==> config.mk <==
export PLATFORM = sky130hd
export DESIGN_NAME = dsc_cfg_bank
export DESIGN_NICKNAME = d
export VERILOG_FILES = /design/src/rtl/dsc_pkg.sv /design/src/rtl/dsc_chan_select.sv /design/src/rtl/dsc_len_filter.sv /design/src/rtl/dsc_cfg_bank.sv
export VERILOG_INCLUDE_DIRS = /design/src /design/src/rtl
export SDC_FILE = /design/constraint.sdc
export NUM_CORES = 1
export LEC_CHECK = 0
export BUFFER_PORTS_ARGS = -buffer_cell sky130_fd_sc_hd__buf_2
export CAP_MARGIN = 20
export CORE_ASPECT_RATIO = 0.8
export CORE_MARGIN = 2
export CORE_UTILIZATION = 35
export DETAILED_ROUTE_END_ITERATION = 16
export PLACE_DENSITY = 0.62
export SLEW_MARGIN = 20
export SYNTH_ARGS = -nofsm -noshare
export SYNTH_HDL_FRONTEND = slang
export SYNTH_SLANG_ARGS = --single-unit
==> constraint.sdc <==
create_clock -name aclk -period 1.6 [get_ports aclk]
set_input_delay 0.32 -clock aclk [delete_from_list [all_inputs] [get_ports aclk]]
set_output_delay 0.32 -clock aclk [all_outputs]
set_load 0.03 [all_outputs]
==> src/rtl/dsc_params.svh <==
// register offsets, field positions, reset values and bus codes of the receiver config bank
`ifndef DSC_PARAMS_SVH
`define DSC_PARAMS_SVH

// word indices; byte address is four times the index
`define DSC_IDX_DEMOD   10'h019
`define DSC_IDX_SYNC    10'h01A

// reset values
`define DSC_RST_DEMOD   8'h4D
`define DSC_RST_SYNC    8'h00

// bit 4 of demodulator_settings is reserved and never stored
`define DSC_DEMOD_WMASK 8'hEF

// demodulator_settings fields
`define DSC_USE_HI      7
`define DSC_USE_LO      6
`define DSC_FIX_BIT     5
`define DSC_RSV_BIT     4
`define DSC_RCV_HI      3
`define DSC_RCV_LO      2
`define DSC_SYN_HI      1
`define DSC_SYN_LO      0

// sync_and_min_length fields
`define DSC_SLEN_HI     7
`define DSC_SLEN_LO     6
`define DSC_MLEN_HI     5
`define DSC_MLEN_LO     0

// bus
`define DSC_ADDR_W      12
`define DSC_RESP_OKAY   2'h0
`define DSC_RESP_DECERR 2'h3

`endif

==> src/rtl/dsc_pkg.sv <==
// types shared by the receiver configuration bank and its helpers
package dsc_pkg;

  // -------------------------------------------------------------
  // bus state machines
  // -------------------------------------------------------------
  typedef enum logic [1:0] {
    WR_COLLECT = 2'h1,
    WR_RESP    = 2'h2
  } wr_state_e;

  typedef enum logic [1:0] {
    RD_IDLE = 2'h1,
    RD_RESP = 2'h2
  } rd_state_e;

  // -------------------------------------------------------------
  // carriers
  // -------------------------------------------------------------
  typedef struct packed {
    logic use_i;
    logic use_q;
    logic combine;
  } chan_sel_s;

  typedef struct packed {
    wr_state_e   wst;
    rd_state_e   rst;
    logic        aw_got;
    logic        w_got;
    logic [9:0]  aw_idx;
    logic [7:0]  wdata;
    logic        wbyte;
    logic        awready;
    logic        wready;
    logic        bvalid;
    logic [1:0]  bresp;
    logic        arready;
    logic        rvalid;
    logic [1:0]  rresp;
    logic [7:0]  rdata;
    logic [7:0]  demod;
    logic [7:0]  sync;
    logic [1:0]  pll_tau;
    logic        pll_freeze;
  } bank_s;

endpackage : dsc_pkg

==> src/rtl/dsc_chan_select.sv <==
// i/q channel choice for the demodulator, with per-communication freeze
`timescale 1ns/1ns
`include "dsc_params.svh"
module dsc_chan_select (
  // clock and reset
  input  wire logic              aclk,
  input  wire logic              aresetn,
  // configuration
  input  wire logic [1:0]        chan_use,
  input  wire logic              fixed_sel,
  // demodulator status
  input  wire logic              i_stronger,
  input  wire logic              comm_active,
  // choice
  output dsc_pkg::chan_sel_s     sel
);

  typedef struct packed {
    logic               held;
    logic               held_i;
    dsc_pkg::chan_sel_s sel;
  } chan_s;

  chan_s st_r;
  chan_s st_nxt;
  logic  pick_i;

  always_comb begin
    st_nxt = st_r;
    pick_i = i_stronger;
    // capture the stronger channel on the first cycle of a communication
    if (!comm_active) begin
      st_nxt.held = 1'b0;
    end else if (!st_r.held) begin
      st_nxt.held   = 1'b1;
      st_nxt.held_i = i_stronger;
    end
    st_nxt.sel.combine = 1'b0;
    if (fixed_sel) begin
      st_nxt.sel.use_i = ~chan_use[0]; // [RQ5]
      st_nxt.sel.use_q = chan_use[0]; // [RQ6]
    end else begin
      case (chan_use) // [RQ4]
        2'h1: begin
          if (st_r.held) begin
            pick_i = st_r.held_i; // [RQ2]
          end
        end
        2'h2: begin
          st_nxt.sel.combine = 1'b1; // [RQ3]
        end
        default: begin
          pick_i = i_stronger; // [RQ1]
        end
      endcase
      st_nxt.sel.use_i = pick_i | st_nxt.sel.combine;
      st_nxt.sel.use_q = ~pick_i | st_nxt.sel.combine;
    end
  end

  always_ff @(posedge aclk) begin
    if (!aresetn) begin
      st_r <= '0;
    end else begin
      st_r <= st_nxt;
    end
  end

  assign sel = st_r.sel;

  property p_fix_q;
    @(posedge aclk) disable iff (!aresetn)
    (fixed_sel && chan_use[0]) |=> (sel.use_q && !sel.use_i && !sel.combine);
  endproperty
  a_fix_q: assert property (p_fix_q) // [RQ6]
    else $error("fixed q channel not selected");

  property p_freeze;
    @(posedge aclk) disable iff (!aresetn)
    (comm_active && $past(comm_active) && !fixed_sel && chan_use == 2'h1
     && $stable(chan_use) && $stable(fixed_sel)) |=> $stable(sel);
  endproperty
  a_freeze: assert property (p_freeze) // [RQ2]
    else $error("frozen channel choice changed during communication");

  property p_stronger;
    @(posedge aclk) disable iff (!aresetn)
    (!fixed_sel && chan_use == 2'h0) |=> (sel.use_i == $past(i_stronger));
  endproperty
  a_stronger: assert property (p_stronger) // [RQ1]
    else $error("stronger channel not followed");

endmodule : dsc_chan_select

==> src/rtl/dsc_len_filter.sv <==
// minimum length check on received packets
`timescale 1ns/1ns
module dsc_len_filter (
  // clock and reset
  input  wire logic        aclk,
  input  wire logic        aresetn,
  // configuration
  input  wire logic [5:0]  min_len,
  input  wire logic        rate_106,
  input  wire logic        sync_detect,
  // packet end from the decoder
  input  wire logic        pkt_done,
  input  wire logic [8:0]  pkt_len,
  // verdict
  output logic             pkt_accept,
  output logic             pkt_discard
);

  typedef struct packed {
    logic accept;
    logic discard;
  } filt_s;

  filt_s st_r;
  filt_s st_nxt;
  logic  bypass;
  logic  long_enough;

  always_comb begin
    bypass         = rate_106 && !sync_detect; // [RQ13]
    long_enough    = pkt_len >= {1'b0, min_len, 2'h0}; // [RQ11]
    st_nxt.accept  = pkt_done && (bypass || long_enough);
    st_nxt.discard = pkt_done && !bypass && !long_enough; // [RQ12]
  end

  always_ff @(posedge aclk) begin
    if (!aresetn) begin
      st_r <= '0;
    end else begin
      st_r <= st_nxt;
    end
  end

  assign pkt_accept  = st_r.accept;
  assign pkt_discard = st_r.discard;

  property p_short;
    @(posedge aclk) disable iff (!aresetn)
    (pkt_done && !(rate_106 && !sync_detect) && pkt_len < {1'b0, min_len, 2'h0})
      |=> (pkt_discard && !pkt_accept);
  endproperty
  a_short: assert property (p_short) // [RQ12]
    else $error("short packet not discarded");

  property p_long;
    @(posedge aclk) disable iff (!aresetn)
    (pkt_done && pkt_len >= {1'b0, min_len, 2'h0}) |=> (pkt_accept && !pkt_discard);
  endproperty
  a_long: assert property (p_long) // [RQ11]
    else $error("long enough packet not accepted");

  property p_bypass;
    @(posedge aclk) disable iff (!aresetn)
    (pkt_done && rate_106 && !sync_detect) |=> pkt_accept;
  endproperty
  a_bypass: assert property (p_bypass) // [RQ13]
    else $error("length check not bypassed");

endmodule : dsc_len_filter

==> src/rtl/dsc_cfg_bank.sv <==
// receiver configuration bank: axi4-lite slave, pll and sync controls, helpers
//
// Behaviour
// [RQ1] channel use 00: follow the stronger channel
// [RQ2] channel use 01: stronger, frozen for communication
// [RQ3] channel use 10: combine i and q
// [RQ4] channel-use codes apply only when fixed is 0
// [RQ5] fixed with low bit 0: i only
// [RQ6] fixed with low bit 1: q only
// [RQ7] receive tau selects pll during data reception
// [RQ8] receive tau 00 freezes pll in reception
// [RQ9] burst tau selects pll during burst
// [RQ10] sync length adds 0 to 3 zero bytes
// [RQ11] accept packet if length at least 4*min
// [RQ12] shorter packets are silently discarded
// [RQ13] no length check at 106k without sync detection
// [RQ14] reserved bit 4 reads zero, writes ignored
//
// Our own choice: register access over AXI4-Lite.
`timescale 1ns/1ns
`include "dsc_params.svh"
module dsc_cfg_bank (
  // clock and reset
  input  wire logic                    aclk,
  input  wire logic                    aresetn,
  // axi4-lite write address
  input  wire logic [`DSC_ADDR_W-1:0]  s_axi_awaddr,
  input  wire logic [2:0]              s_axi_awprot,
  input  wire logic                    s_axi_awvalid,
  output logic                         s_axi_awready,
  // axi4-lite write data
  input  wire logic [31:0]             s_axi_wdata,
  input  wire logic [3:0]              s_axi_wstrb,
  input  wire logic                    s_axi_wvalid,
  output logic                         s_axi_wready,
  // axi4-lite write response
  output logic [1:0]                   s_axi_bresp,
  output logic                         s_axi_bvalid,
  input  wire logic                    s_axi_bready,
  // axi4-lite read address
  input  wire logic [`DSC_ADDR_W-1:0]  s_axi_araddr,
  input  wire logic [2:0]              s_axi_arprot,
  input  wire logic                    s_axi_arvalid,
  output logic                         s_axi_arready,
  // axi4-lite read data
  output logic [31:0]                  s_axi_rdata,
  output logic [1:0]                   s_axi_rresp,
  output logic                         s_axi_rvalid,
  input  wire logic                    s_axi_rready,
  // receiver status, same clock domain
  input  wire logic                    i_stronger,
  input  wire logic                    comm_active,
  input  wire logic                    rx_data_phase,
  input  wire logic                    rate_106,
  input  wire logic                    sync_detection_mode,
  // packet end from the decoder
  input  wire logic                    pkt_done,
  input  wire logic [8:0]              pkt_len,
  // demodulator and pll controls
  output dsc_pkg::chan_sel_s           chan_sel,
  output logic [1:0]                   pll_tau,
  output logic                         pll_freeze,
  // sync preamble: number of zero bytes ahead of the two sync bytes
  output logic [1:0]                   sync_zero_bytes,
  // packet verdict
  output logic                         pkt_accept,
  output logic                         pkt_discard
);

  // -------------------------------------------------------------
  // address decode
  // -------------------------------------------------------------
  // bit 0: demodulator_settings, bit 1: sync_and_min_length
  function automatic logic [1:0] reg_hit(input logic [9:0] idx);
    reg_hit = {idx == `DSC_IDX_SYNC, idx == `DSC_IDX_DEMOD};
  endfunction : reg_hit

  localparam dsc_pkg::bank_s BANK_RST = '{
    wst:        dsc_pkg::WR_COLLECT,
    rst:        dsc_pkg::RD_IDLE,
    aw_got:     1'b0,
    w_got:      1'b0,
    aw_idx:     10'h000,
    wdata:      8'h00,
    wbyte:      1'b0,
    awready:    1'b0,
    wready:     1'b0,
    bvalid:     1'b0,
    bresp:      `DSC_RESP_OKAY,
    arready:    1'b0,
    rvalid:     1'b0,
    rresp:      `DSC_RESP_OKAY,
    rdata:      8'h00,
    demod:      `DSC_RST_DEMOD,
    sync:       `DSC_RST_SYNC,
    pll_tau:    2'h0,
    pll_freeze: 1'b0
  };

  dsc_pkg::bank_s st_r;
  dsc_pkg::bank_s st_nxt;
  logic [1:0]     wr_hit;
  logic [1:0]     rd_hit;
  logic [1:0]     tau_rcv;
  logic [1:0]     tau_sync;

  assign tau_rcv  = st_r.demod[`DSC_RCV_HI:`DSC_RCV_LO];
  assign tau_sync = st_r.demod[`DSC_SYN_HI:`DSC_SYN_LO];

  // -------------------------------------------------------------
  // next state
  // -------------------------------------------------------------
  // address and data are taken independently, so the master may offer
  // them in either order; the write lands only once both are held
  always_comb begin
    st_nxt = st_r;
    wr_hit = 2'h0;
    rd_hit = 2'h0;

    case (st_r.wst)
      dsc_pkg::WR_COLLECT: begin
        if (s_axi_awvalid && st_r.awready) begin
          st_nxt.aw_got = 1'b1;
          st_nxt.aw_idx = s_axi_awaddr[`DSC_ADDR_W-1:2];
        end
        if (s_axi_wvalid && st_r.wready) begin
          st_nxt.w_got = 1'b1;
          st_nxt.wdata = s_axi_wdata[7:0];
          st_nxt.wbyte = s_axi_wstrb[0];
        end
        if (st_nxt.aw_got && st_nxt.w_got) begin
          wr_hit = reg_hit(st_nxt.aw_idx);
          if (wr_hit[0] && st_nxt.wbyte) begin
            st_nxt.demod = st_nxt.wdata & `DSC_DEMOD_WMASK; // [RQ14]
          end
          if (wr_hit[1] && st_nxt.wbyte) begin
            st_nxt.sync = st_nxt.wdata; // [RQ10]
          end
          st_nxt.bresp  = (wr_hit != 2'h0) ? `DSC_RESP_OKAY : `DSC_RESP_DECERR;
          st_nxt.bvalid = 1'b1;
          st_nxt.aw_got = 1'b0;
          st_nxt.w_got  = 1'b0;
          st_nxt.wst    = dsc_pkg::WR_RESP;
        end
      end
      dsc_pkg::WR_RESP: begin
        if (s_axi_bready) begin
          st_nxt.bvalid = 1'b0;
          st_nxt.wst    = dsc_pkg::WR_COLLECT;
        end
      end
      default: begin
        st_nxt.wst = dsc_pkg::WR_COLLECT;
      end
    endcase
    st_nxt.awready = (st_nxt.wst == dsc_pkg::WR_COLLECT) && !st_nxt.aw_got;
    st_nxt.wready  = (st_nxt.wst == dsc_pkg::WR_COLLECT) && !st_nxt.w_got;

    case (st_r.rst)
      dsc_pkg::RD_IDLE: begin
        if (s_axi_arvalid && st_r.arready) begin
          rd_hit       = reg_hit(s_axi_araddr[`DSC_ADDR_W-1:2]);
          st_nxt.rdata = ({8{rd_hit[0]}} & st_r.demod) | ({8{rd_hit[1]}} & st_r.sync);
          st_nxt.rresp = (rd_hit != 2'h0) ? `DSC_RESP_OKAY : `DSC_RESP_DECERR;
          st_nxt.rvalid = 1'b1;
          st_nxt.rst    = dsc_pkg::RD_RESP;
        end
      end
      dsc_pkg::RD_RESP: begin
        if (s_axi_rready) begin
          st_nxt.rvalid = 1'b0;
          st_nxt.rst    = dsc_pkg::RD_IDLE;
        end
      end
      default: begin
        st_nxt.rst = dsc_pkg::RD_IDLE;
      end
    endcase
    st_nxt.arready = (st_nxt.rst == dsc_pkg::RD_IDLE);

    // pll time constant follows the reception phase
    if (rx_data_phase) begin
      st_nxt.pll_tau    = tau_rcv; // [RQ7]
      st_nxt.pll_freeze = (tau_rcv == 2'h0); // [RQ8]
    end else begin
      st_nxt.pll_tau    = tau_sync; // [RQ9]
      st_nxt.pll_freeze = 1'b0;
    end
  end

  always_ff @(posedge aclk) begin
    if (!aresetn) begin
      st_r <= BANK_RST;
    end else begin
      st_r <= st_nxt;
    end
  end

  // -------------------------------------------------------------
  // outputs
  // -------------------------------------------------------------
  assign s_axi_awready   = st_r.awready;
  assign s_axi_wready    = st_r.wready;
  assign s_axi_bresp     = st_r.bresp;
  assign s_axi_bvalid    = st_r.bvalid;
  assign s_axi_arready   = st_r.arready;
  assign s_axi_rdata     = {24'h000000, st_r.rdata};
  assign s_axi_rresp     = st_r.rresp;
  assign s_axi_rvalid    = st_r.rvalid;
  assign pll_tau         = st_r.pll_tau;
  assign pll_freeze      = st_r.pll_freeze;
  assign sync_zero_bytes = st_r.sync[`DSC_SLEN_HI:`DSC_SLEN_LO]; // [RQ10]

  // -------------------------------------------------------------
  // helpers
  // -------------------------------------------------------------
  // the freeze in channel mode 01 is kept inside the helper, so a
  // mode change mid-communication takes effect one cycle later, not at its end
  dsc_chan_select u_chan (
    .aclk        (aclk),
    .aresetn     (aresetn),
    .chan_use    (st_r.demod[`DSC_USE_HI:`DSC_USE_LO]),
    .fixed_sel   (st_r.demod[`DSC_FIX_BIT]),
    .i_stronger  (i_stronger),
    .comm_active (comm_active),
    .sel         (chan_sel)
  );

  dsc_len_filter u_len (
    .aclk        (aclk),
    .aresetn     (aresetn),
    .min_len     (st_r.sync[`DSC_MLEN_HI:`DSC_MLEN_LO]),
    .rate_106    (rate_106),
    .sync_detect (sync_detection_mode),
    .pkt_done    (pkt_done),
    .pkt_len     (pkt_len),
    .pkt_accept  (pkt_accept),
    .pkt_discard (pkt_discard)
  );

  // -------------------------------------------------------------
  // assertions
  // -------------------------------------------------------------
  property p_pll_freeze;
    @(posedge aclk) disable iff (!aresetn)
    (rx_data_phase && tau_rcv == 2'h0) |=> (pll_freeze && pll_tau == 2'h0);
  endproperty
  a_pll_freeze: assert property (p_pll_freeze) // [RQ8]
    else $error("pll not frozen during reception");

  property p_pll_rcv;
    @(posedge aclk) disable iff (!aresetn)
    rx_data_phase |=> (pll_tau == $past(tau_rcv));
  endproperty
  a_pll_rcv: assert property (p_pll_rcv) // [RQ7]
    else $error("receive time constant not applied");

  property p_pll_burst;
    @(posedge aclk) disable iff (!aresetn)
    !rx_data_phase |=> (pll_tau == $past(tau_sync) && !pll_freeze);
  endproperty
  a_pll_burst: assert property (p_pll_burst) // [RQ9]
    else $error("burst time constant not applied");

  property p_rsv_zero;
    @(posedge aclk) disable iff (!aresetn)
    ($rose(s_axi_bvalid) && st_r.aw_idx == `DSC_IDX_DEMOD && st_r.wbyte)
      |-> (st_r.demod == (st_r.wdata & `DSC_DEMOD_WMASK) && !st_r.demod[`DSC_RSV_BIT]);
  endproperty
  a_rsv_zero: assert property (p_rsv_zero) // [RQ14]
    else $error("demodulator write wrong or reserved bit stored");

  property p_sync_len;
    @(posedge aclk) disable iff (!aresetn)
    ($rose(s_axi_bvalid) && st_r.aw_idx == `DSC_IDX_SYNC && st_r.wbyte)
      |-> (sync_zero_bytes == st_r.wdata[`DSC_SLEN_HI:`DSC_SLEN_LO]);
  endproperty
  a_sync_len: assert property (p_sync_len) // [RQ10]
    else $error("sync preamble length not taken from write");

  property p_combine;
    @(posedge aclk) disable iff (!aresetn)
    (!st_r.demod[`DSC_FIX_BIT] && st_r.demod[`DSC_USE_HI:`DSC_USE_LO] == 2'h2)
      |=> (chan_sel.combine && chan_sel.use_i && chan_sel.use_q);
  endproperty
  a_combine: assert property (p_combine) // [RQ3]
    else $error("i and q not combined");

  property p_fix_i;
    @(posedge aclk) disable iff (!aresetn)
    (st_r.demod[`DSC_FIX_BIT] && !st_r.demod[`DSC_USE_LO])
      |=> (chan_sel.use_i && !chan_sel.use_q && !chan_sel.combine);
  endproperty
  a_fix_i: assert property (p_fix_i) // [RQ5]
    else $error("fixed i channel not selected");

  property p_bresp_hold;
    @(posedge aclk) disable iff (!aresetn)
    (s_axi_bvalid && !s_axi_bready) |=> (s_axi_bvalid && $stable(s_axi_bresp));
  endproperty
  a_bresp_hold: assert property (p_bresp_hold)
    else $error("write response dropped before bready");

  property p_rdata_hold;
    @(posedge aclk) disable iff (!aresetn)
    (s_axi_rvalid && !s_axi_rready) |=> (s_axi_rvalid && $stable(s_axi_rdata));
  endproperty
  a_rdata_hold: assert property (p_rdata_hold)
    else $error("read data changed before rready");

endmodule : dsc_cfg_bank

After elaboration in Yosys (flattened, before gate mapping)
Cells that the tools add are included.
{"block": "totals", "out_inout_bits": 51, "elab_cells": 116, "regBits": 67, "in_bits": 88}
{"block": "op_classes", "muxes": 31, "magnitude_cmp": 1, "bitwise_logic": 9, "n_eq_ne": 16, "n_reduce_logical": 33}
{"operator": "10-bit by 5-bit equality test with 1-bit output (second input constant)", "n": 4}
{"operator": "21-bit two-way mux", "n": 1}
{"operator": "10-bit two-way mux", "n": 2}
{"operator": "9-bit two-way mux", "n": 2}
{"operator": "8-bit bitwise AND", "n": 2}
{"operator": "2-bit two-way mux", "n": 8}
{"operator": "1-bit logical AND", "n": 12}
{"operator": "3-bit AND reduction", "n": 4}
{"operator": "1-bit two-way mux", "n": 11}
{"operator": "11-bit two-way mux", "n": 1}
{"operator": "2-bit by 1-bit equality test with 1-bit output (second input constant)", "n": 5}
{"operator": "2-bit AND reduction", "n": 5}
{"operator": "9-bit by 8-bit >= comparator with 1-bit output", "n": 1}
{"operator": "2-bit inequality test (second input constant)", "n": 4}
{"operator": "8-bit bitwise OR", "n": 1}
{"operator": "2-bit case mux with 2 select lines", "n": 2}
{"operator": "2-bit nonzero test", "n": 4}
{"operator": "2-bit equality test (second input constant)", "n": 3}
{"operator": "3-bit two-way mux", "n": 2}
{"operator": "1-bit logical NOT", "n": 5}
{"operator": "1-bit NOT", "n": 4}
{"operator": "1-bit case mux with 2 select lines", "n": 2}
{"operator": "2-bit logical NOT", "n": 1}
{"operator": "1-bit bitwise OR", "n": 2}
{"operator": "2 further kinds", "n": 2}

Longest topological paths before layout
Gate-level depths: netlist (run 1).
{"block": "logic_depth", "word_depth": 8, "ltp_mapped": 7, "depth_no_buf": 6}

Modules after synthesis
Synthesis (run 1) repeated with hierarchy kept, for this count alone.
{"block": "hier_totals", "cells_unflattened": 379, "hier_area_um2": 3498.4}
{"module": "dsc_cfg_bank", "area_each_um2": 3007.9, "instances": 1, "seq_area_each_um2": 1161.1, "cells_each": 328}
{"module": "dsc_chan_select", "area_each_um2": 261.5, "instances": 1, "seq_area_each_um2": 100.1, "cells_each": 26}
{"module": "dsc_len_filter", "area_each_um2": 229.0, "instances": 1, "seq_area_each_um2": 40.0, "cells_each": 25}

Least setup slack after synthesis (run 1)
No wires, ideal clock.
{"block": "synth_path", "kind": "register -> register", "startpoint": "register st_r (netlist bit s_axi_awready)", "endpoint": "register st_r[11] (netlist name)", "arrival_ns": 1.799, "t_required_ns": 1.528, "setup_ns": 0.072, "path_buffers": 1, "path_slack_ns": -0.271, "period_less_slack_ns": 1.871, "stages_incl_launch_ff": 6, "cell_sequence": "dfxtp_1 -> and2_4 -> buf_6 -> nand3_1 -> a2111oi_4 -> mux2i_1"}
{"block": "synth_via", "elab_chain_cells": 6, "elab_cells_between_ends": 9, "cone_classes": "1 x eq/ne; 4 x mux; 4 x reduce/logical"}
{"element": "start, declared", "line": "dsc_cfg_bank.sv:100", "text": "dsc_pkg::bank_s st_r;"}
{"element": "start signal, assigned", "line": "dsc_cfg_bank.sv:195", "text": "st_r <= st_nxt;"}
{"element": "1-bit logical AND (*)", "line": "dsc_cfg_bank.sv:122", "text": "if (s_axi_awvalid && st_r.awready) begin"}
{"element": "10-bit two-way mux", "line": "dsc_cfg_bank.sv:122"}
{"element": "10-bit two-way mux", "line": "dsc_cfg_bank.sv:120", "text": "case (st_r.wst)"}
{"element": "10-bit by 5-bit equality test with 1-bit output (no source line)"}
{"element": "1-bit logical AND", "line": "dsc_cfg_bank.sv:133", "text": "if (wr_hit[0] && st_nxt.wbyte) begin"}
{"element": "3-bit AND reduction (no source line) (*)"}
Mark *: on every way between the ends. The rest lies on a longest branch, timed or not. The select of a mux whose other input is x is not followed.
A chain may end at the register's enable or synchronous reset.

Worst setup path after layout (run 1)
{"block": "layout_path", "startpoint": "register st_r[52] (netlist name)", "endpoint": "register st_r[13] (netlist name)"}
{"block": "layout_via", "elab_chain_cells": 5}
{"element": "10-bit two-way mux", "line": "dsc_cfg_bank.sv:122"}
{"element": "10-bit two-way mux", "line": "dsc_cfg_bank.sv:120"}
{"element": "10-bit by 5-bit equality test with 1-bit output (no source line)"}
{"element": "1-bit logical AND", "line": "dsc_cfg_bank.sv:133"}
{"element": "3-bit AND reduction (no source line)"}
Every way passes these cells. The select of a mux whose other input is x is not followed.

==> summary.md, run 1 <==
| Metric | Value |
|---|---|
| Max_cap viols | `0` |
| Proportion of power drawn by the clock network | `36.2%` |
| Cts hold-fix bufs | `0` |
| Layout area overhead | `23.0%` |
| Gate Count Post-Synth | `392` |
| Sw Ratio | `31.8%` |
| Crit path from | `st_r[52]` |
| Core area | `0.00911 mm²` |
| Register Area | `0.00131 mm²` |
| Final WL | `7400 µm` |
| FMAX | `0.632 GHz` |
| Clock Skews | `0.00874 ns` |
| Setup slack after layout | `0.0172 ns` |
| Die area | `0.0102 mm²` |
| Final #Nets | `564` |
| Worst Setup Start Kind | `flip-flop` |
| Slew Limit Fails | `0` |
| Wire per inst | `12.6 µm` |
| # setup viols final | `0` |
| NetSw | `1.69 mW` |
| Layout fillers | `930` |
| Seq/Total Area, Yosys | `39.5%` |
| Critical path class | `flip-flop to flip-flop` |
| Initial drt markers | `129` |
| Starting Density | `36.2%` |
| Hold Fails Final Rpt | `0` |
| Worst R2R Start | `st_r[52]` |
| 1st-pass router iterations | `4` |
| Post-layout minimum cycle time | `1.58 ns` |
| Hpwl dp | `5550 µm` |
| Netlist cell types | `46` |
| Post-route DRC violation count | `0` |
| Clock insertion delay at the later pin of the skew report | `0.33 ns` |
| Synthesis Warnings | `0` |
| P per Cell Area | `1310 mW/mm²` |
| Asr flop ratio synth | `0%` |
| Area of the multi-input gates | `0.00170 mm²` |
| GR Util All Layers | `14.6%` |
| Largest net degree at the start of global routing | `30` |
| WP data arrival | `1.83 ns` |
| Final Cycle Share | `98.9%` |
| CP max FO | `7` |
| Leak | `1.76 nW` |
| I/O pins | `139` |
| Vias per Instance | `4.66` |
| Via count | `2728` |
| Synthesized area | `0.00330 mm²` |
| FF-to-FF setup slack | `0.02 ns` |
| Avg Synthesized Cell Area | `8.41 µm²` |
| Min-delay src | `comm_active` |
| VDD IR max | `0.572 mV` |
| Sequential group share of total power | `36.7%` |
| Rows | `31` |
| CTS buffer count | `9` |
| H-tree levels | `3` |
| Place WS | `-0.313 ns` |
| Die X | `112 µm` |
| Initial antenna violation count | `0` |
| Worst Hold Class | `primary input to flip-flop` |
| Cell-internal power | `3.63 mW` |
| Placed Area | `0.00369 mm²` |
| Vias in the first global route | `2554` |
| ANT nets after route | `0` |
| Worst setup EP type | `flip-flop` |
| I/O Buffers | `77` |
| Status | `completed` |
| First-pass GRT wire length | `12000 µm` |
| # clock sinks | `65` |
| Highest-count cells in the layout ignoring fill and taps | `79 x nand2_1, 77 x buf_2, 60 x dfxtp_1, 34 x a21oi_1, 24 x conb_1` |
| Die Height | `90.8 µm` |
| Power Total | `5.32 mW` |
| Register clock-pin slew on the reported worst setup and hold paths | `0.06 ns` |
| CP required | `1.85 ns` |
| Placer Congestion | `0.750` |
| Most common cell after layout, fill and taps aside | `nand2_1` |
| Finished layout cell area | `0.00405 mm²` |
| Clock Tree Buf Depth | `2` |
| Logic pwr share | `27.1%` |
| Register bit total from synthesis | `65` |
| Setup TNS | `0 ns` |
| CTS root buf | `clkbuf_16` |
| EDFF count, synth | `0` |
| RSZ-0062 raised after global routing | `true` |
| Ys flop type | `dfxtp_1` |
| Total congestion overflow | `0` |
| Layout cell share with drive strength beyond 1 | `29.6%` |
| CTS tree | `yes` |
[stage by stage]
step                util, %  hold slack [ns]  std cells
floorplan                 -            0.431        415
global placement       40.5            0.438        570
detailed placement     40.5            0.445        570
CTS                    44.1            0.202        585
global route           44.4            0.218        585
finish                 44.5            0.206        586
[registers in the layout, indices dropped and copies added (netlist names), 2 cells and up]
register	cells
u_chan.st_r	2
u_chan.sel	3
pll_tau	2
s_axi_rdata	8
sync_zero_bytes	2
st_r	38
[Yosys cell counts (all sizes together), types with 2 or more instances]
master / instances / area, µm²
a21oi: 34 / 170
a22oi: 7 / 52.6
a31oi: 4 / 25.0
and2: 5 / 33.8
buf: 47 / 347
clkbuf: 9 / 33.8
dfxtp: 65 / 1300
ha: 10 / 125
inv: 15 / 56.3
mux2: 8 / 90.1
mux2i: 19 / 190
nand2: 80 / 300
nand2b: 2 / 12.5
nand3: 4 / 20.0
nor2: 22 / 82.6
nor2b: 5 / 31.3
nor3: 7 / 35.0
nor4: 3 / 18.8
nor4b: 3 / 38.8
nor4bb: 3 / 30.0
o21a: 5 / 37.5
o21ai: 9 / 45.0
o21ba: 2 / 20.0
o31ai: 2 / 15.0
or3: 8 / 50.1
[final timing paths]
path | end | depth (start not counted)
hold reg to reg | s_axi_rdata[4] | 2
setup reg to reg | st_r[13] | 5
hold / removal | u_chan.st_r[4] | 2
setup / recovery | st_r[13] | 5
[power groups by stage]
stage / combinational (mW) / sequential (mW) / clock [mW]
floorplan: 0.959 / 2.04 / 0
global placement: 1.36 / 1.96 / 0
detailed placement: 1.39 / 1.97 / 0
CTS: 1.40 / 1.95 / 1.98
global route: 1.59 / 1.98 / 2.04
finish: 1.44 / 1.95 / 1.93
[worst max-delay path, cell delays in order, from the launching register on]
cell	delay (ns)
dfxtp_2	0.33
nor4b_4	0.29
nand3_2	0.15
a2111oi_4	0.38
buf_12	0.18
mux2i_1	0.18
[per-layer routing]
metal | vias to the layer above | share of wire (%) | wire, µm | GRT usage [%]
li1 | 1414 | - | - | -
met1 | 1239 | 50 | 3720 | 19.9
met3 | 5 | 5.9 | 440 | 5.10
met4 | 0 | 1.0 | 75 | 3.96
met5 | - | 0 | 0 | 0
met2 | 70 | 43 | 3170 | 21.8
[logic make-up after synthesis]
group | count (synthesis) | share of synthesized area (%)
AO/OA/AOI/OAI | 70 | 13.5
XOR/XNOR | 2 | 0.532
adder cells (fa/ha/maj) | 10 | 3.80
buffers and inverters | 71 | 13.2
flip-flops | 65 | 39.5
multiplexers | 27 | 8.50
other | 1 | 0.114
AND/OR/NAND/NOR | 146 | 20.8
[timing repair]
item,CTS,global route
pin swaps,3,1
buffers inserted,0,0
gates resized for setup,6,8
setup endpoints to repair,15,19
gates cloned,0,0
[final cells by class]
cell class / count / share of cell area (%)
clock inverter: 4 / 1.33
tap: 115 / 3.55
antenna: 1 / 0.0617
timing repair buffer: 96 / 13.4
sequential: 65 / 32.3
inverter: 15 / 1.39
clock buffer: 11 / 5.99
multi-input combinational: 279 / 41.9
Note: power is estimated with default switching activity, not from simulation.
==> run 2: changes to the inputs <==
- SETUP_SLACK_MARGIN: default -> 0.02
==> run 2 against run 1 <==
- critical path type is now primary input to flip-flop
- combinational power is essentially flat
- sequential power is essentially flat
- the flow now finishes with violations (setup timing)
- register-to-register slack lost 0.05 ns
- non-clock buffer count grew 1
- highest routed layer unchanged
- count of clock-buffer cells in the layout shrank 2
- clock power grew 2%
==> summary.md, run 2 (synthesized netlist as in run 1, its figures left out) <==
| Metric | Value |
|---|---|
| Status | `complete, but fails checks (was completed)` |
| Violated checks | `setup timing` |
| Hpwl dp | `5590 µm (was 5550 µm)` |
| Worst Setup Start Kind | `primary input (was flip-flop)` |
| Clock insertion delay at the later pin of the skew report | `0.33 ns (about the same)` |
| # setup viols final | `15 (was 0)` |
| Worst path depth | `6 (was 5)` |
| Vias in the first global route | `2551 (was 2554)` |
| R2R depth | `5 (unchanged)` |
| CP required | `1.81 ns (was 1.85 ns)` |
| Most common cell after layout, fill and taps aside | `nand2_1 (unchanged)` |
| P per Cell Area | `1310 mW/mm² (about the same)` |
| RR Endpoint | `st_r[5] (was st_r[13])` |
| Highest-count cells in the layout ignoring fill and taps | `79 x nand2_1, 77 x buf_2, 59 x dfxtp_1, 34 x a21oi_1, 24 x conb_1 (was 79 x nand2_1, 77 x buf_2, 60 x dfxtp_1, 34 x a21oi_1, 24 x conb_1)` |
| First-pass GRT wire length | `12100 µm (was 12000 µm)` |
| CTS tree | `yes (unchanged)` |
| Core area | `0.00911 mm² (unchanged)` |
| Layout area overhead | `23.2% (was 23.0%)` |
| I/O pins | `139 (unchanged)` |
| FF-to-FF setup slack | `-0.03 ns (was 0.02 ns)` |
| Layout fillers | `900 (was 930)` |
| Wire per inst | `12.8 µm (was 12.6 µm)` |
| Worst setup path endpoint | `st_r[5] (was st_r[13])` |
| Fin cells | `588 (was 586)` |
| Clock Tree Buf Depth | `2 (unchanged)` |
| Post-route DRC violation count | `0 (unchanged)` |
| WHS Path Cells | `2 (unchanged)` |
| CTS buffer count | `9 (unchanged)` |
| # clock sinks | `65 (unchanged)` |
| Crit path from | `s_axi_awaddr[7] (was st_r[52])` |
| Final #Nets | `565 (was 564)` |
| Worst R2R Start | `st_r[54] (was st_r[52])` |
| Total congestion overflow | `0 (unchanged)` |
| Largest net degree at the start of global routing | `37 (was 30)` |
| Max reg flops | `38 (unchanged)` |
| Final Cycle Share | `103% (was 98.9%)` |
| Die X | `112 µm (unchanged)` |
| Setup slack after layout | `-0.0492 ns (was 0.0172 ns)` |
| Vias per Instance | `4.71 (was 4.66)` |
| H-tree levels | `3 (unchanged)` |
| FMAX | `0.606 GHz (was 0.632 GHz)` |
| Power Total | `5.34 mW (was 5.32 mW)` |
| Initial drt markers | `138 (was 129)` |
| Final WL | `7540 µm (was 7400 µm)` |
| # placed instances | `569 (was 570)` |
| Worst Hold Class | `primary input to flip-flop (unchanged)` |
| Slew Limit Fails | `0 (unchanged)` |
| Placer Congestion | `0.800 (was 0.750)` |
| CP max FO | `8 (was 7)` |
| Rows | `31 (unchanged)` |
| Hold Fails Final Rpt | `0 (unchanged)` |
| Layout cell share with drive strength beyond 1 | `29.7% (was 29.6%)` |
| VDD IR max | `0.535 mV (was 0.572 mV)` |
| Core Util, Final | `44.6% (was 44.5%)` |
| GR Util All Layers | `14.7% (was 14.6%)` |
| ANT nets after route | `0 (unchanged)` |
| Slowest CP cell | `a2111o_1 (was a2111oi_4)` |
| Max_cap viols | `0 (unchanged)` |
| I/O Buffers | `77 (unchanged)` |
| Buf/Inv on CP | `2 (was 1)` |
| Post-layout minimum cycle time | `1.65 ns (was 1.58 ns)` |
| 1st-pass router iterations | `4 (unchanged)` |
| WP data arrival | `1.86 ns (was 1.83 ns)` |
| Via count | `2771 (was 2728)` |
| Worst setup EP type | `flip-flop (unchanged)` |
| RSZ-0062 raised after global routing | `true (unchanged)` |
| Setup TNS | `-0.403 ns (was 0 ns)` |
| Cell Chain, Critical Path | `buf_2 > nor4bb_1 > nand3_1 > a2111o_1 > buf_6 > mux2i_1 (was nor4b_4 > nand3_2 > a2111oi_4 > buf_12 > mux2i_1)` |
| Die area | `0.0102 mm² (unchanged)` |
| CTS root buf | `clkbuf_16 (unchanged)` |
| Critical path class | `primary input to flip-flop (was flip-flop to flip-flop)` |
| Biggest register | `st_r (unchanged)` |
| Register clock-pin slew on the reported worst setup and hold paths | `0.06 ns (about the same)` |
| Initial antenna violation count | `0 (unchanged)` |
| Leak | `1.78 nW (was 1.76 nW)` |
| Crit-path leading delay family | `simple AND/OR/NAND/NOR gates (unchanged)` |
| Place WS | `-0.305 ns (was -0.313 ns)` |
| Starting Density | `36.2% (unchanged)` |
| Die Height | `90.8 µm (unchanged)` |
| Clock Skews | `0.0100 ns (was 0.00874 ns)` |
| CP max stage delay | `0.49 ns (was 0.38 ns)` |
run 2: changes by cell type in the layout (fill, tap and decap cells not counted), sizes merged:
cell	delta
buf	+1
inv	+2
clkbuf	-2
clkinv	+3
clkinvlp	-2
run 2: routing by layer:
layer / part of all wire (%) / track usage, %
met1: 48 / 20.1
met2: 45 / 22.3
met3: 5.4 / 3.56
met4: 1.2 / 5.79
met5: 0 / 0
run 2: repair_timing:
item / in CTS / in global routing
gates resized for setup: 6 / 7
pin swaps: 4 / 3
buffers inserted: 0 / 2
hold buffers: 0 / 0
endpoints found under the setup margin: 15 / 23
run 2: worst min-delay path by stage:
stage / from / end / slack (ns)
after floorplan: st_r[48] / st_r[48] / 0.43
after global placement: st_r[37] / st_r[37] / 0.44
after detailed placement: st_r[40] / st_r[40] / 0.44
after CTS: comm_active / u_chan.st_r[4] / 0.20
after global routing: comm_active / u_chan.st_r[4] / 0.22
final: comm_active / u_chan.st_r[4] / 0.21
run 2: final cells by class:
type                    instances  area, µm²  area share, %
multi-input cells             279       1680           41.3
inverters                      15       56.3           1.39
clock inverters                 7       78.8           1.94
flip-flops and latches         65       1310           32.3
well taps                     115        144           3.54
diodes                          1       2.50         0.0616
repair buffers                 97        564           13.9
clock buffers                   9        225           5.55
run 2: per-stage QoR:
stage / hold WS (ns) / cell area (µm²)
finish: 0.207 / 4060
floorplan: 0.431 / 3390
global route: 0.225 / 4060
detailed placement: 0.445 / 3700
CTS: 0.199 / 4030
global placement: 0.438 / 3700
run 2: power by group:
part | total (mW) | switching (mW) | internal [mW]
Clock | 1.97 | 0.752 | 1.22
Sequential | 1.95 | 0.140 | 1.81
Combinational | 1.41 | 0.850 | 0.563
Total | 5.34 | 1.74 | 3.60
==> run 3: changes to the inputs <==
==> constraint.sdc (replaced) <==
create_clock -name aclk -period 1.6 [get_ports aclk]
set_input_delay 0 -clock aclk [delete_from_list [all_inputs] [get_ports aclk]]
set_output_delay 0 -clock aclk [all_outputs]
set_load 0.03 [all_outputs]
==> run 3 against run 2 <==
- critical path type is now flip-flop to flip-flop
- the flow still finishes with violations (setup timing)
- largest power group unchanged
- highest routed layer unchanged
- count of clock-buffer cells in the layout rose by 2
- die area unchanged
- largest cell class unchanged
- critical endpoint is now st_r[4]
- critical path depth shrank 1
- hold slack got worse by 0.21 ns
- cell count increased by 3.4%
- register-to-register slack about the same
- global-route usage grew 0.28 points
==> summary.md, run 3 (synthesized netlist as in run 1, its figures left out) <==
| Metric | Value |
|---|---|
| Register clock-pin slew on the reported worst setup and hold paths | `0.05 ns (was 0.06 ns)` |
| Worst Hold Class | `primary input to flip-flop (unchanged)` |
| H-tree levels | `3 (unchanged)` |
| # setup viols final | `7 (was 15)` |
| Critical path class | `flip-flop to flip-flop (was primary input to flip-flop)` |
| FF-to-FF setup slack | `-0.02 ns (was -0.03 ns)` |
| Placer Congestion | `0.803 (was 0.800)` |
| Clock Skews | `0.00930 ns (was 0.0100 ns)` |
| Final #Nets | `586 (was 565)` |
| 1st-pass router iterations | `4 (unchanged)` |
| Violated checks | `setup timing (unchanged)` |
| Final Cycle Share | `101% (was 103%)` |
| Vias per Instance | `4.72 (was 4.71)` |
| Hpwl dp | `5600 µm (was 5590 µm)` |
| I/O Buffers | `77 (unchanged)` |
| Final WL | `7720 µm (was 7540 µm)` |
| Core area | `0.00911 mm² (unchanged)` |
| # clock sinks | `65 (unchanged)` |
| Core Util, Final | `47.1% (was 44.6%)` |
| Clock insertion delay at the later pin of the skew report | `0.33 ns (about the same)` |
| Status | `complete, but fails checks (unchanged)` |
| Slew @ Worst Pin | `0.700 ns` |
| FMAX | `0.618 GHz (was 0.606 GHz)` |
| P per Cell Area | `1310 mW/mm² (about the same)` |
| ANT nets after route | `0 (unchanged)` |
| Worst Setup Start Kind | `flip-flop (was primary input)` |
| Metal2 WL | `3390 µm (was 3420 µm)` |
| Post-CTS Setup Bufs | `0 (unchanged)` |
| Post-route DRC violation count | `0 (unchanged)` |
| Worst setup EP type | `flip-flop (unchanged)` |
| CTS buffer count | `9 (unchanged)` |
| Vias in the first global route | `2778 (was 2551)` |
| GR Util All Layers | `15.0% (was 14.7%)` |
| Max_cap viols | `0 (unchanged)` |
| RSZ-0062 raised after global routing | `true (unchanged)` |
| Setup slack after layout | `-0.0171 ns (was -0.0492 ns)` |
| Setup TNS | `-0.0371 ns (was -0.403 ns)` |
| Worst hold slack | `0.00151 ns (was 0.207 ns)` |
| CP max FO | `8 (unchanged)` |
| Starting Density | `36.2% (unchanged)` |
| Via count | `2868 (was 2771)` |
| Largest net degree at the start of global routing | `38 (was 37)` |
| VDD IR max | `0.667 mV (was 0.535 mV)` |
| N_diodes | `0 (was 1)` |
| Slew headroom | `53.3%` |
| Highest-count cells in the layout ignoring fill and taps | `79 x nand2_1, 77 x buf_2, 61 x dfxtp_1, 34 x a21oi_1 (was 79 x nand2_1, 77 x buf_2, 59 x dfxtp_1, 34 x a21oi_1, 24 x conb_1)` |
| Top sig layer | `met4 (unchanged)` |
| WP data arrival | `1.82 ns (was 1.86 ns)` |
| Layout cell share with drive strength beyond 1 | `27.2% (was 29.7%)` |
| Layout area overhead | `30.2% (was 23.2%)` |
| Rows | `31 (unchanged)` |
| Initial drt markers | `143 (was 138)` |
| Biggest register | `st_r (unchanged)` |
| Clock Tree Buf Depth | `2 (unchanged)` |
| Die area | `0.0102 mm² (unchanged)` |
| Leak | `1.87 nW (was 1.78 nW)` |
| Die X | `112 µm (unchanged)` |
| Hold Fails Final Rpt | `0 (unchanged)` |
| CTS tree | `yes (unchanged)` |
| M1 wire length | `3750 µm (was 3630 µm)` |
| Most common cell after layout, fill and taps aside | `nand2_1 (unchanged)` |
| Wire per inst | `12.7 µm (was 12.8 µm)` |
| Slew Limit Fails | `0 (unchanged)` |
| DR WL met3 | `481 µm (was 404 µm)` |
| Die Height | `90.8 µm (unchanged)` |
| Initial antenna violation count | `0 (unchanged)` |
| Max reg flops | `38 (unchanged)` |
| I/O pins | `139 (unchanged)` |
| First-pass GRT wire length | `12400 µm (was 12100 µm)` |
| Post-layout minimum cycle time | `1.62 ns (was 1.65 ns)` |
| Total congestion overflow | `0 (unchanged)` |
| CTS root buf | `clkbuf_16 (unchanged)` |
| CP required | `1.81 ns (about the same)` |
-- run 3: power by group --
| part | switching (mW) | internal [mW] |
|---|---|---|
| Clock | 0.691 | 1.52 |
| Sequential | 0.134 | 1.81 |
| Combinational | 0.868 | 0.587 |
| Total | 1.69 | 3.92 |
-- run 3: metrics by stage --
stage / instance area (µm²) / std cells / power, mW / setup slack (ns)
floorplan: 3390 / 415 / 3.00 / -0.127
global placement: 3670 / 568 / 3.30 / -0.0355
detailed placement: 3670 / 568 / 3.33 / -0.0783
CTS: 4250 / 608 / 5.61 / -0.0553
global route: 4290 / 608 / 5.94 / -0.0878
finish: 4290 / 608 / 5.61 / -0.0171
-- run 3: area by class of cell --
type	instances	area [µm²]
Clock inverter	5	105
Fill cell	881	4820
Tap cell	115	144
Inverter	15	56.3
Timing Repair Buffer	118	757
Multi-Input combinational cell	279	1690
Clock buffer	11	233
Sequential cell	65	1310
-- run 3: final timing paths --
check / start / endpoint / cells past startpoint
hold / removal: pkt_len[8] / u_len.pkt_discard / 4
setup reg to reg: st_r[52] / st_r[4] / 5
setup / recovery: st_r[52] / st_r[4] / 5
hold reg to reg: s_axi_rdata[4] / s_axi_rdata[4] / 2
-- run 3: metal layers --
metal / vias to the layer above / GRT usage [%]
met2: 88 / 22.9
met3: 10 / 5.77
met5: - / 0
met1: 1316 / 19.2
li1: 1454 / -
met4: 0 / 5.18
-- run 3: timing repair --
| item | in CTS | in global routing |
|---|---|---|
| hold buffers | 24 | 0 |
| endpoints found under the setup margin | 15 | 17 |
| pin swaps | 3 | 2 |
| gates resized for setup | 2 | 9 |
| hold endpoints to repair | 26 | 0 |
-- run 3: critical path, cell delays in order (launching register included) --
cell and delay [ns]:
dfxtp_2 0.33, nor4b_4 0.30, nand3_2 0.15, a2111o_1 0.45
buf_6 0.16, mux2i_1 0.12
